$ cat config.mk
export PLATFORM = sky130hd
export DESIGN_NAME = rrs_exec
export DESIGN_NICKNAME = d
export VERILOG_FILES = /design/src/hdl/rrs_pkg.sv /design/src/hdl/rrs_exec.sv /design/src/hdl/rrs_alu.sv
export SDC_FILE = /design/constraint.sdc
export NUM_CORES = 1
export LEC_CHECK = 0
export ABC_CLOCK_PERIOD_IN_PS = 3400
export BUFFER_PORTS_ARGS = -buffer_cell sky130_fd_sc_hd__buf_2
export CAP_MARGIN = 20
export CORE_MARGIN = 3
export CORE_UTILIZATION = 25
export DETAILED_ROUTE_END_ITERATION = 7
export GPL_TIMING_DRIVEN = 0
export SYNTH_ARGS = -nofsm -noshare
export SYNTH_HDL_FRONTEND = slang
export SYNTH_HIERARCHICAL = 1
export SYNTH_SLANG_ARGS = --single-unit
export TNS_END_PERCENT = 20
$ cat constraint.sdc
create_clock -name ref_clk_in -period 3.4 [get_ports ref_clk_in]
set_clock_uncertainty 0.05 [all_clocks]
set_input_delay 0.34 -clock ref_clk_in [delete_from_list [all_inputs] [get_ports ref_clk_in]]
set_output_delay 0.34 -clock ref_clk_in [all_outputs]
set_load 0.02 [all_outputs]
$ cat src/hdl/rrs_pkg.sv
// Behaviour
// - The subroutine return loads the program counter from the top return-stack entry, lowers the stack level by one, keeps every flag, and takes 2 instruction cycles.
// - The right rotate moves the register operand one place toward bit 0, with the old carry entering bit 7 and operand bit 0 becoming the new carry.
// - For the rotate and the register subtract-with-borrow, direction 0 sends the result to the working register and direction 1 writes it back to data register 0 to 127.
// - The right rotate finishes in one cycle and changes only the carry flag, leaving zero and half carry as they were.
// - The register subtract-with-borrow adds register, inverted working register and carry, stores per direction, and updates zero, half carry and carry in one cycle.
// - The immediate subtract-with-borrow adds the 8-bit immediate, inverted working register and carry, always into the working register, updating all three flags in one cycle.
// - The secondary page write copies the working register into secondary control page entry 0 to 21 in one cycle and changes no flag.
package rrs_pkg;

   // instruction selector seen at the request port
   typedef enum logic [2:0] {
      OP_NONE,
      OP_SUBROUTINE_RETURN,
      OP_ROTATE_RIGHT_THRU_CARRY,
      OP_SUB_BORROW_FROM_REGISTER,
      OP_SUB_BORROW_FROM_IMMEDIATE,
      OP_SECONDARY_PAGE_WRITE
   } rrs_op_t;

   // execution sequencer states
   typedef enum logic {
      ST_IDLE,
      ST_POP_LOAD
   } rrs_state_t;

   localparam int          RRS_PC_W          = 11;
   localparam int          RRS_LVL_W         = 3;
   localparam logic        RRS_DIR_TO_WORK   = 1'b0;
   localparam logic        RRS_DIR_TO_REG    = 1'b1;
   localparam logic [6:0]  RRS_REG_ADDR_MAX  = 7'h7F;
   localparam logic [4:0]  RRS_SPAGE_IDX_MAX = 5'h15;
   localparam logic [7:0]  RRS_WORK_RST      = 8'h00;
   localparam logic [10:0] RRS_PC_RST        = 11'h000;
   localparam logic [2:0]  RRS_LVL_RST       = 3'h0;
   localparam logic [2:0]  RRS_LVL_ONE       = 3'h1;
   localparam logic [2:0]  RRS_FLAGS_RST     = 3'h0;
   localparam logic [7:0]  RRS_BYTE_ZERO     = 8'h00;

   // one instruction with all its operands
   typedef struct packed {
      rrs_op_t    op;
      logic       dir;
      logic [6:0] raddr;
      logic [7:0] rdata;
      logic [7:0] imm;
      logic [4:0] sidx;
   } rrs_req_t;

   // status bits touched by this slice
   typedef struct packed {
      logic zero;
      logic half_carry_flag;
      logic carry;
   } rrs_flags_t;

   // data register write-back strobe
   typedef struct packed {
      logic       we;
      logic [6:0] addr;
      logic [7:0] data;
   } rrs_dwr_t;

   // secondary control page write strobe
   typedef struct packed {
      logic       we;
      logic [4:0] idx;
      logic [7:0] data;
   } rrs_swr_t;

endpackage : rrs_pkg

$ cat src/hdl/rrs_exec.sv
`timescale 1ns/10ps
// execution slice for return, right rotate, subtract-with-borrow, page write
module rrs_exec
   import rrs_pkg::*;
(
   input  wire logic                 ref_clk_in,
   input  wire logic                 rst_n_in,
   input  wire logic                 issue_in,
   input  wire rrs_req_t             req_in,
   input  wire logic [RRS_PC_W-1:0]  stack_top_in,
   input  wire logic                 stack_push_in,
   output logic                      ready_out,
   output logic                      done_out,
   output logic      [RRS_PC_W-1:0]  pc_out,
   output logic      [RRS_LVL_W-1:0] stack_level_out,
   output logic      [7:0]           work_out,
   output rrs_flags_t                flags_out,
   output rrs_dwr_t                  dwr_out,
   output rrs_swr_t                  swr_out
);

   rrs_state_t           state_ff,  nxt_state;
   logic [RRS_PC_W-1:0]  pc_ff,     nxt_pc;
   logic [RRS_LVL_W-1:0] lvl_ff,    nxt_lvl;
   logic [7:0]           work_ff,   nxt_work;
   rrs_flags_t           flags_ff,  nxt_flags;
   rrs_dwr_t             dwr_ff,    nxt_dwr;
   rrs_swr_t             swr_ff,    nxt_swr;
   logic                 done_ff,   nxt_done;

   logic [7:0]           alu_opnd;
   logic [7:0]           sbc_res;
   rrs_flags_t           sbc_flags;
   logic [7:0]           rot_res;
   logic                 rot_carry;
   logic                 take;

   // a request is only taken while no return is in its second cycle
   assign ready_out = (state_ff == ST_IDLE);
   assign take      = issue_in && ready_out;

   // immediate form feeds the adder with the literal instead of the register
   assign alu_opnd = (req_in.op == OP_SUB_BORROW_FROM_IMMEDIATE) ? req_in.imm : req_in.rdata;

   rrs_alu u_alu (
      .opnd_in       (alu_opnd),
      .work_in       (work_ff),
      .carry_in      (flags_ff.carry),
      .sbc_res_out   (sbc_res),
      .sbc_flags_out (sbc_flags),
      .rot_res_out   (rot_res),
      .rot_carry_out (rot_carry)
   );

   // next-state logic: strobes last one cycle, everything else holds by default
   always_comb begin
      nxt_state = state_ff;
      nxt_pc    = pc_ff;
      nxt_lvl   = lvl_ff;
      nxt_work  = work_ff;
      nxt_flags = flags_ff;
      nxt_dwr   = '0;
      nxt_swr   = '0;
      nxt_done  = 1'b0;
      case (state_ff)
         ST_IDLE: begin
            if (take) begin
               case (req_in.op)
                  OP_SUBROUTINE_RETURN: begin
                     nxt_state = ST_POP_LOAD;
                  end
                  OP_ROTATE_RIGHT_THRU_CARRY: begin
                     nxt_flags.carry = rot_carry;
                     nxt_done        = 1'b1;
                     if (req_in.dir == RRS_DIR_TO_WORK) begin
                        nxt_work = rot_res;
                     end else begin
                        nxt_dwr = '{we: 1'b1, addr: req_in.raddr, data: rot_res};
                     end
                  end
                  OP_SUB_BORROW_FROM_REGISTER: begin
                     nxt_flags = sbc_flags;
                     nxt_done  = 1'b1;
                     if (req_in.dir == RRS_DIR_TO_WORK) begin
                        nxt_work = sbc_res;
                     end else begin
                        nxt_dwr = '{we: 1'b1, addr: req_in.raddr, data: sbc_res};
                     end
                  end
                  OP_SUB_BORROW_FROM_IMMEDIATE: begin
                     nxt_flags = sbc_flags;
                     nxt_work  = sbc_res;
                     nxt_done  = 1'b1;
                  end
                  OP_SECONDARY_PAGE_WRITE: begin
                     // out-of-range index completes but writes nothing
                     nxt_done = 1'b1;
                     if (req_in.sidx <= RRS_SPAGE_IDX_MAX) begin
                        nxt_swr = '{we: 1'b1, idx: req_in.sidx, data: work_ff};
                     end
                  end
                  default: begin
                     nxt_done = 1'b0;
                  end
               endcase
            end
         end
         ST_POP_LOAD: begin
            // second cycle: stack top is sampled here, flags never touched
            nxt_pc    = stack_top_in;
            nxt_lvl   = lvl_ff - RRS_LVL_ONE;
            nxt_done  = 1'b1;
            nxt_state = ST_IDLE;
         end
         default: begin
            nxt_state = ST_IDLE;
         end
      endcase
      // a call pushing in the same cycle as the pop cancels it out
      if (stack_push_in) begin
         nxt_lvl = nxt_lvl + RRS_LVL_ONE;
      end
   end

   // state registers only
   always_ff @(posedge ref_clk_in or negedge rst_n_in) begin
      if (!rst_n_in) begin
         state_ff <= ST_IDLE;
         pc_ff    <= RRS_PC_RST;
         lvl_ff   <= RRS_LVL_RST;
         work_ff  <= RRS_WORK_RST;
         flags_ff <= RRS_FLAGS_RST;
         dwr_ff   <= '0;
         swr_ff   <= '0;
         done_ff  <= 1'b0;
      end else begin
         state_ff <= nxt_state;
         pc_ff    <= nxt_pc;
         lvl_ff   <= nxt_lvl;
         work_ff  <= nxt_work;
         flags_ff <= nxt_flags;
         dwr_ff   <= nxt_dwr;
         swr_ff   <= nxt_swr;
         done_ff  <= nxt_done;
      end
   end

   assign done_out        = done_ff;
   assign pc_out          = pc_ff;
   assign stack_level_out = lvl_ff;
   assign work_out        = work_ff;
   assign flags_out       = flags_ff;
   assign dwr_out         = dwr_ff;
   assign swr_out         = swr_ff;

   // helper: expected 9-bit borrow sums from the operands of the taken request
   logic [8:0] exp_reg9;
   logic [8:0] exp_imm9;
   assign exp_reg9 = {1'b0, req_in.rdata} + {1'b0, ~work_ff} + {8'h00, flags_ff.carry};
   assign exp_imm9 = {1'b0, req_in.imm} + {1'b0, ~work_ff} + {8'h00, flags_ff.carry};

   // checks on the observable behaviour
   AST_RTN_PC: assert property (@(posedge ref_clk_in) disable iff (!rst_n_in)
      take && req_in.op == OP_SUBROUTINE_RETURN |=> !ready_out && !done_out
      ##1 done_out && ready_out && pc_out == $past(stack_top_in))
      else $error("return did not load pc on its second cycle");

   AST_RTN_LEVEL: assert property (@(posedge ref_clk_in) disable iff (!rst_n_in)
      take && req_in.op == OP_SUBROUTINE_RETURN && !stack_push_in ##1 !stack_push_in
      |=> stack_level_out == $past(stack_level_out, 2) - RRS_LVL_ONE)
      else $error("return did not lower stack level by one");

   AST_RTN_FLAGS: assert property (@(posedge ref_clk_in) disable iff (!rst_n_in)
      take && req_in.op == OP_SUBROUTINE_RETURN |=> $stable(flags_out) ##1 $stable(flags_out))
      else $error("return changed a flag");

   AST_ROT_RESULT: assert property (@(posedge ref_clk_in) disable iff (!rst_n_in)
      take && req_in.op == OP_ROTATE_RIGHT_THRU_CARRY && req_in.dir == RRS_DIR_TO_WORK
      |=> work_out == {$past(flags_out.carry), $past(req_in.rdata[7:1])}
          && flags_out.carry == $past(req_in.rdata[0]) && done_out)
      else $error("rotate right result or carry wrong");

   AST_ROT_FLAGS: assert property (@(posedge ref_clk_in) disable iff (!rst_n_in)
      take && req_in.op == OP_ROTATE_RIGHT_THRU_CARRY
      |=> $stable(flags_out.zero) && $stable(flags_out.half_carry_flag) && ready_out)
      else $error("rotate right touched zero or half carry");

   AST_DIR_REG: assert property (@(posedge ref_clk_in) disable iff (!rst_n_in)
      take && req_in.dir == RRS_DIR_TO_REG
      && (req_in.op == OP_ROTATE_RIGHT_THRU_CARRY || req_in.op == OP_SUB_BORROW_FROM_REGISTER)
      |=> dwr_out.we && dwr_out.addr == $past(req_in.raddr) && $stable(work_out)
      // back-to-back write-backs are legal, so the next strobe must follow the next request
      ##1 (dwr_out.we == $past(take && req_in.dir == RRS_DIR_TO_REG
          && (req_in.op == OP_ROTATE_RIGHT_THRU_CARRY
              || req_in.op == OP_SUB_BORROW_FROM_REGISTER))))
      else $error("direction one did not write back to the data register");

   AST_DIR_WORK: assert property (@(posedge ref_clk_in) disable iff (!rst_n_in)
      take && req_in.dir == RRS_DIR_TO_WORK && req_in.op == OP_SUB_BORROW_FROM_REGISTER
      |=> !dwr_out.we && work_out == $past(exp_reg9[7:0]))
      else $error("direction zero did not land in the working register");

   AST_SBC_REG: assert property (@(posedge ref_clk_in) disable iff (!rst_n_in)
      take && req_in.op == OP_SUB_BORROW_FROM_REGISTER && req_in.dir == RRS_DIR_TO_REG
      |=> dwr_out.data == $past(exp_reg9[7:0]) && flags_out.carry == $past(exp_reg9[8]))
      else $error("register subtract-with-borrow value or carry wrong");

   AST_SBC_IMM: assert property (@(posedge ref_clk_in) disable iff (!rst_n_in)
      take && req_in.op == OP_SUB_BORROW_FROM_IMMEDIATE
      |=> {flags_out.carry, work_out} == $past(exp_imm9) && !dwr_out.we && done_out)
      else $error("immediate subtract-with-borrow wrong");

   AST_SBC_ZERO: assert property (@(posedge ref_clk_in) disable iff (!rst_n_in)
      take && req_in.op == OP_SUB_BORROW_FROM_IMMEDIATE
      |=> flags_out.zero == (work_out == RRS_BYTE_ZERO)
          && flags_out.half_carry_flag == ($past({1'b0, req_in.imm[3:0]})
             + {1'b0, ~$past(work_ff[3:0])} + {4'h0, $past(flags_ff.carry)}) >> 4)
      else $error("zero or half carry wrong after subtract-with-borrow");

   AST_SPAGE: assert property (@(posedge ref_clk_in) disable iff (!rst_n_in)
      take && req_in.op == OP_SECONDARY_PAGE_WRITE && req_in.sidx <= RRS_SPAGE_IDX_MAX
      |=> swr_out.we && swr_out.data == $past(work_out) && swr_out.idx == $past(req_in.sidx)
          && $stable(flags_out) && ready_out)
      else $error("secondary page write wrong");

   COV_RTN:   cover property (@(posedge ref_clk_in) disable iff (!rst_n_in)
      take && req_in.op == OP_SUBROUTINE_RETURN ##2 done_out);
   COV_ROT:   cover property (@(posedge ref_clk_in) disable iff (!rst_n_in)
      take && req_in.op == OP_ROTATE_RIGHT_THRU_CARRY && req_in.dir == RRS_DIR_TO_REG);
   COV_ZERO:  cover property (@(posedge ref_clk_in) disable iff (!rst_n_in)
      take && req_in.op == OP_SUB_BORROW_FROM_REGISTER ##1 flags_out.zero);
   COV_SPAGE: cover property (@(posedge ref_clk_in) disable iff (!rst_n_in)
      take && req_in.op == OP_SECONDARY_PAGE_WRITE ##1 swr_out.we);

endmodule : rrs_exec

$ cat src/hdl/rrs_alu.sv
`timescale 1ns/10ps
// pure combinational datapath: subtract-with-borrow adder and right rotate
module rrs_alu
   import rrs_pkg::*;
(
   input  wire logic [7:0] opnd_in,
   input  wire logic [7:0] work_in,
   input  wire logic       carry_in,
   output logic      [7:0] sbc_res_out,
   output rrs_flags_t      sbc_flags_out,
   output logic      [7:0] rot_res_out,
   output logic            rot_carry_out
);

   logic [8:0] sum9;
   logic [4:0] sum5;

   // operand plus inverted working register plus carry, widened for carry out
   always_comb begin
      sum9 = {1'b0, opnd_in} + {1'b0, ~work_in} + {8'h00, carry_in};
      sum5 = {1'b0, opnd_in[3:0]} + {1'b0, ~work_in[3:0]} + {4'h0, carry_in};
   end

   // carry set means no borrow happened
   assign sbc_res_out                   = sum9[7:0];
   assign sbc_flags_out.carry           = sum9[8];
   assign sbc_flags_out.half_carry_flag = sum5[4];
   assign sbc_flags_out.zero            = (sum9[7:0] == RRS_BYTE_ZERO);

   // old carry enters at the top, bit 0 leaves as new carry
   assign rot_res_out   = {carry_in, opnd_in[7:1]};
   assign rot_carry_out = opnd_in[0];

endmodule : rrs_alu

==> results by group <==
Pwr
  – Peak VDD IR: between 200 and 250 uV
  – Sw Ratio: a little under a third
  – Psw: approximately 840 uW
  – Power per Cell Area: roughly 660 nW/um^2
  – Comb power frac: 30.6%
  – Clock Power Share: 37.9%
  – Total power: between 2 and 3 mW
  – Internal Power: roughly 1.8 mW
  – Power share of the sequential group: approximately a third
  – Leak Pwr: 2.09 nW

Final layout
  – Share of cells above drive strength 1: roughly 39%
  – Ant. Diodes: 0
  – Final-layout fill cell count: 1,206
  – Final #Nets: 460
  – Storage cell area: 1430 sq um
  – Final Cell Area: ~4000 sq um
  – Final non-filler cell total: approximately 550
  – Multi-input gate area: ~1400 sq um
  – Layout Area Growth over Synthesis: 35.5%

Timing
  – Slew @ Worst Pin: ~0.64 ns
  – Upper clock frequency limit: between 0.3 and 0.4 GHz
  – RSZ-0062 raised after global routing: no
  – Fin. Hold Viols: 0
  – Final Cycle Share: a little over 90%
  – Slew Viols, Final: 0
  – Hold_ws: between 0.15 and 0.2 ns
  – Fin crit period: approximately 3.2 ns
  – Max transition margin: a little under three fifths
  – Setup Viol. Count Final: 0

Placement
  – Dpl cells: roughly 530
  – Dpl hpwl: 6320 um
  – I/O Buffers: 102
  – Routability congestion estimate: roughly 0.8
  – Area after DPL: about 3700 sq um

Logic synthesis
  – Yosys Warn Count: 6
  – Synth Register Bits: 57
  – Seq/Total Area, Yosys: about 47%
  – Cell Area, Synth: 3020 sq um
  – Simple-Gate Fraction of Synth Area: ~16%
  – Async SR Flop Fraction: 100%
  – Adder-cell share of the synthesized area: about 5.5%
  – Main combinational cell family by area after synthesis: simple AND/OR/NAND/NOR gates
  – EDFF count, synth: 0
  – Synth Instances: around 290
  – Yosys cell types: around 50
  – Main synth FF type: dfrtp_1
  – Compound-Gate Fraction of Synth Area: ~15%
  – Net count after synthesis: approximately 350
  – Avg Cell Area, Syn: 10.6 sq um
  – Synth Area in XOR/XNOR: around 2.3%
  – Post-synthesis mux area share: 7.62%

Clock network
  – Skew-Pair Late Insertion Delay: around 0.31 ns
  – Root Buffer: clkbuf_16
  – Clk sinks: 57
  – Reg clk slew, reported paths: about 0.050 ns
  – Cts bufs inserted: 9
  – Clock Tree Buf Depth: 2
  – H-tree lvl count: 3
  – CTS tree: yes

Setup path
  – CP Capture Type: register
  – Worst Path Arrival: about 3.3 ns
  – Worst path slowest cell: fa_1
  – Worst path max stage delay: 0.50 ns
  – Launch point of the worst path: req_in[29]
  – Critical R2R Launch: work_out[0]$_DFFE_PN0P_
  – CP Launch Type: input port
  – Worst EP required: roughly 3.5 ns
  – CP Class: input port to register
  – Critical path peak fanout: 10
  – CP cell instances: buf_2, or3b_1, buf_6, nand2_1, nand2_1, fa_1, inv_1, fa_1, nor2b_1, o31a_1, o31a_1, o21ai_0, nand2b_1, a22oi_1, o2bb2ai_1, o21ai_0

Floorplan
  – Initial core utilization: between 20% and 30%
  – Full die area: 13,400 sq um
  – Die width: between 100 and 150 um
  – Die Y: 116 um
  – Core area: roughly 12,000 sq um
  – I/O pin count: ~100
  – Row cnt: 39

Global route
  – Met2 Usage GRT: between 20% and 30%
  – Number of global-route vias before repair: about 2,500
  – Global-route wire length before repair: approximately 13,000 um
  – GR Layer Usage met3: about 2.8%
  – Gr busiest metal: met2
  – GRT met1 Usage: around 16%
  – Largest net degree at the start of global routing: 36
  – Gr usage total: roughly 12%
  – Antenna violations before repair: 0
  – GRT Residual Overflow: 0

Route
  – DR iter-0 viols: 117
  – Avg Vias per Cell: around 4.4
  – Antenna violation net count after detailed routing: 0
  – Routed WL: between 7000 and 8000 um
  – Total number of vias: approximately 2,400
  – Residual DRC: 0
  – Wire per inst: 14.5 um
  – Drt first pass iters: 4

Min path
  – Hold path startpoint: req_in[4]
  – Worst Hold Class: input port to register

Run status
  – Status: finished, final reports clean

Run
  – Maxcap violations: 0
## per-stage QoR
step | TNS [ns] | util, % | worst slack (ns)
6_report | 0 | 35.3 | 0.237
5_1_grt | 0 | 35.3 | 0.00665
4_1_cts | 0 | 35.2 | 0.218
3_5_place_dp | -0.142 | 32.1 | -0.107
3_3_place_gp | -0.0267 | 32.0 | -0.0267
2_1_floorplan | 0 | - | 0.258
## cells by family after synthesis
kind of cell	Yosys count
buffers and inverters	38
AO/OA/AOI/OAI	62
AND/OR/NAND/NOR	88
adder cells (fa/ha/maj)	12
flip-flops	57
XOR/XNOR	8
multiplexers	21
## sequential cells by signal, indices dropped and copies added, names as in the netlist
signal and count:
stack_level_out 3, pc_out 11, flags_out 3, work_out 8, dwr_out 16, done_out 1, state_ff 1, swr_out 14
## area by class of cell
cell class              instances  area share, %
well taps                     143           4.37
multi-input cells             191           34.4
repair buffers                104           13.2
plain buffers                  21           3.24
flip-flops and latches         57           34.8
clock inverters                 5           2.51
clock buffers                  11           5.93
inverters                      17           1.56
## worst paths after layout
| path | endpoint | slack [ns] | depth (start not counted) |
|---|---|---|---|
| setup / recovery | flags_out[0]$_DFFE_PN0P_ | 0.24 | 16 |
| hold / removal | swr_out[11]$_DFF_PN0_ | 0.17 | 2 |
| setup reg to reg | flags_out[0]$_DFFE_PN0P_ | 0.69 | 12 |
| hold reg to reg | stack_level_out[2]$_DFF_PN0_ | 0.41 | 1 |
| max in group asynchronous | dwr_out[9]$_DFF_PN0_ | 2.22 | 3 |
| min in group asynchronous | stack_level_out[1]$_DFF_PN0_ | 0.49 | 2 |
## routing by layer
layer	up-vias	share of wire [%]	routed length [um]
li1	1222	-	-
met5	-	0	0
met2	87	49	3890
met4	0	0.85	68
met3	4	6.6	523
met1	1130	44	3490
## synthesized netlist by cell type, types with 6 or more instances
| master | n | area (sq um) |
|---|---|---|
| o2bb2ai_1 | 8 | 70.1 |
| nor2_1 | 16 | 60.1 |
| a21oi_1 | 6 | 30.0 |
| o21ai_0 | 15 | 75.1 |
| ha_1 | 10 | 125 |
| inv_1 | 16 | 60.1 |
| mux2_2 | 12 | 135 |
| o221ai_1 | 7 | 61.3 |
| o31a_1 | 9 | 78.8 |
| mux2i_1 | 8 | 80.1 |
| dfrtp_1 | 57 | 1430 |
| buf_4 | 10 | 75.1 |
| nand2_1 | 27 | 101 |
| and2_1 | 19 | 119 |
## layout by cell type, fill, tap and decap left out, drive strengths merged, types with 2 or more instances in the layout
cell type	instances
o2bb2ai	8
fa	2
buf	119
and2b	2
clkbuf	16
nor2	16
mux2	13
a31oi	2
ha	10
o21ai	19
nor4b	2
o31a	9
a22oi	2
or2b	2
and2	19
dfrtp	57
a21oi	7
nor3	3
o221ai	7
clkinv	2
nor3b	3
o21a	3
inv	16
nand2	28
mux2i	8
bufinv	3
a21o	2
and4b	2
nand2b	3
xor2	3
xnor2	5
or2	2
## repair_timing
action                                  4_1_cts  5_1_grt
buffers inserted                              0        0
hold endpoints to repair                     22        0
gates resized for setup                       0        2
hold buffers                                  1        0
endpoints found under the setup margin        0        2
## worst max-delay path: cells and delay by family
family	cells	cell delay, ns
AOI/OAI and AO/OA	6	1.14
and+or+nand+nor	5	0.74
adders and majority gates	2	0.71
buffers and inverters	3	0.37
## power groups by stage
stage          Sequential, mW  Clock [mW]  Combinational, mW
6_report                0.847        1.02              0.822
5_1_grt                 0.860        1.08              0.910
4_1_cts                 0.849        1.05              0.829
3_5_place_dp            0.860           0              0.825
3_3_place_gp            0.857           0              0.806
2_1_floorplan           0.953           0              0.465
Note: power is estimated with default switching activity, not from simulation.
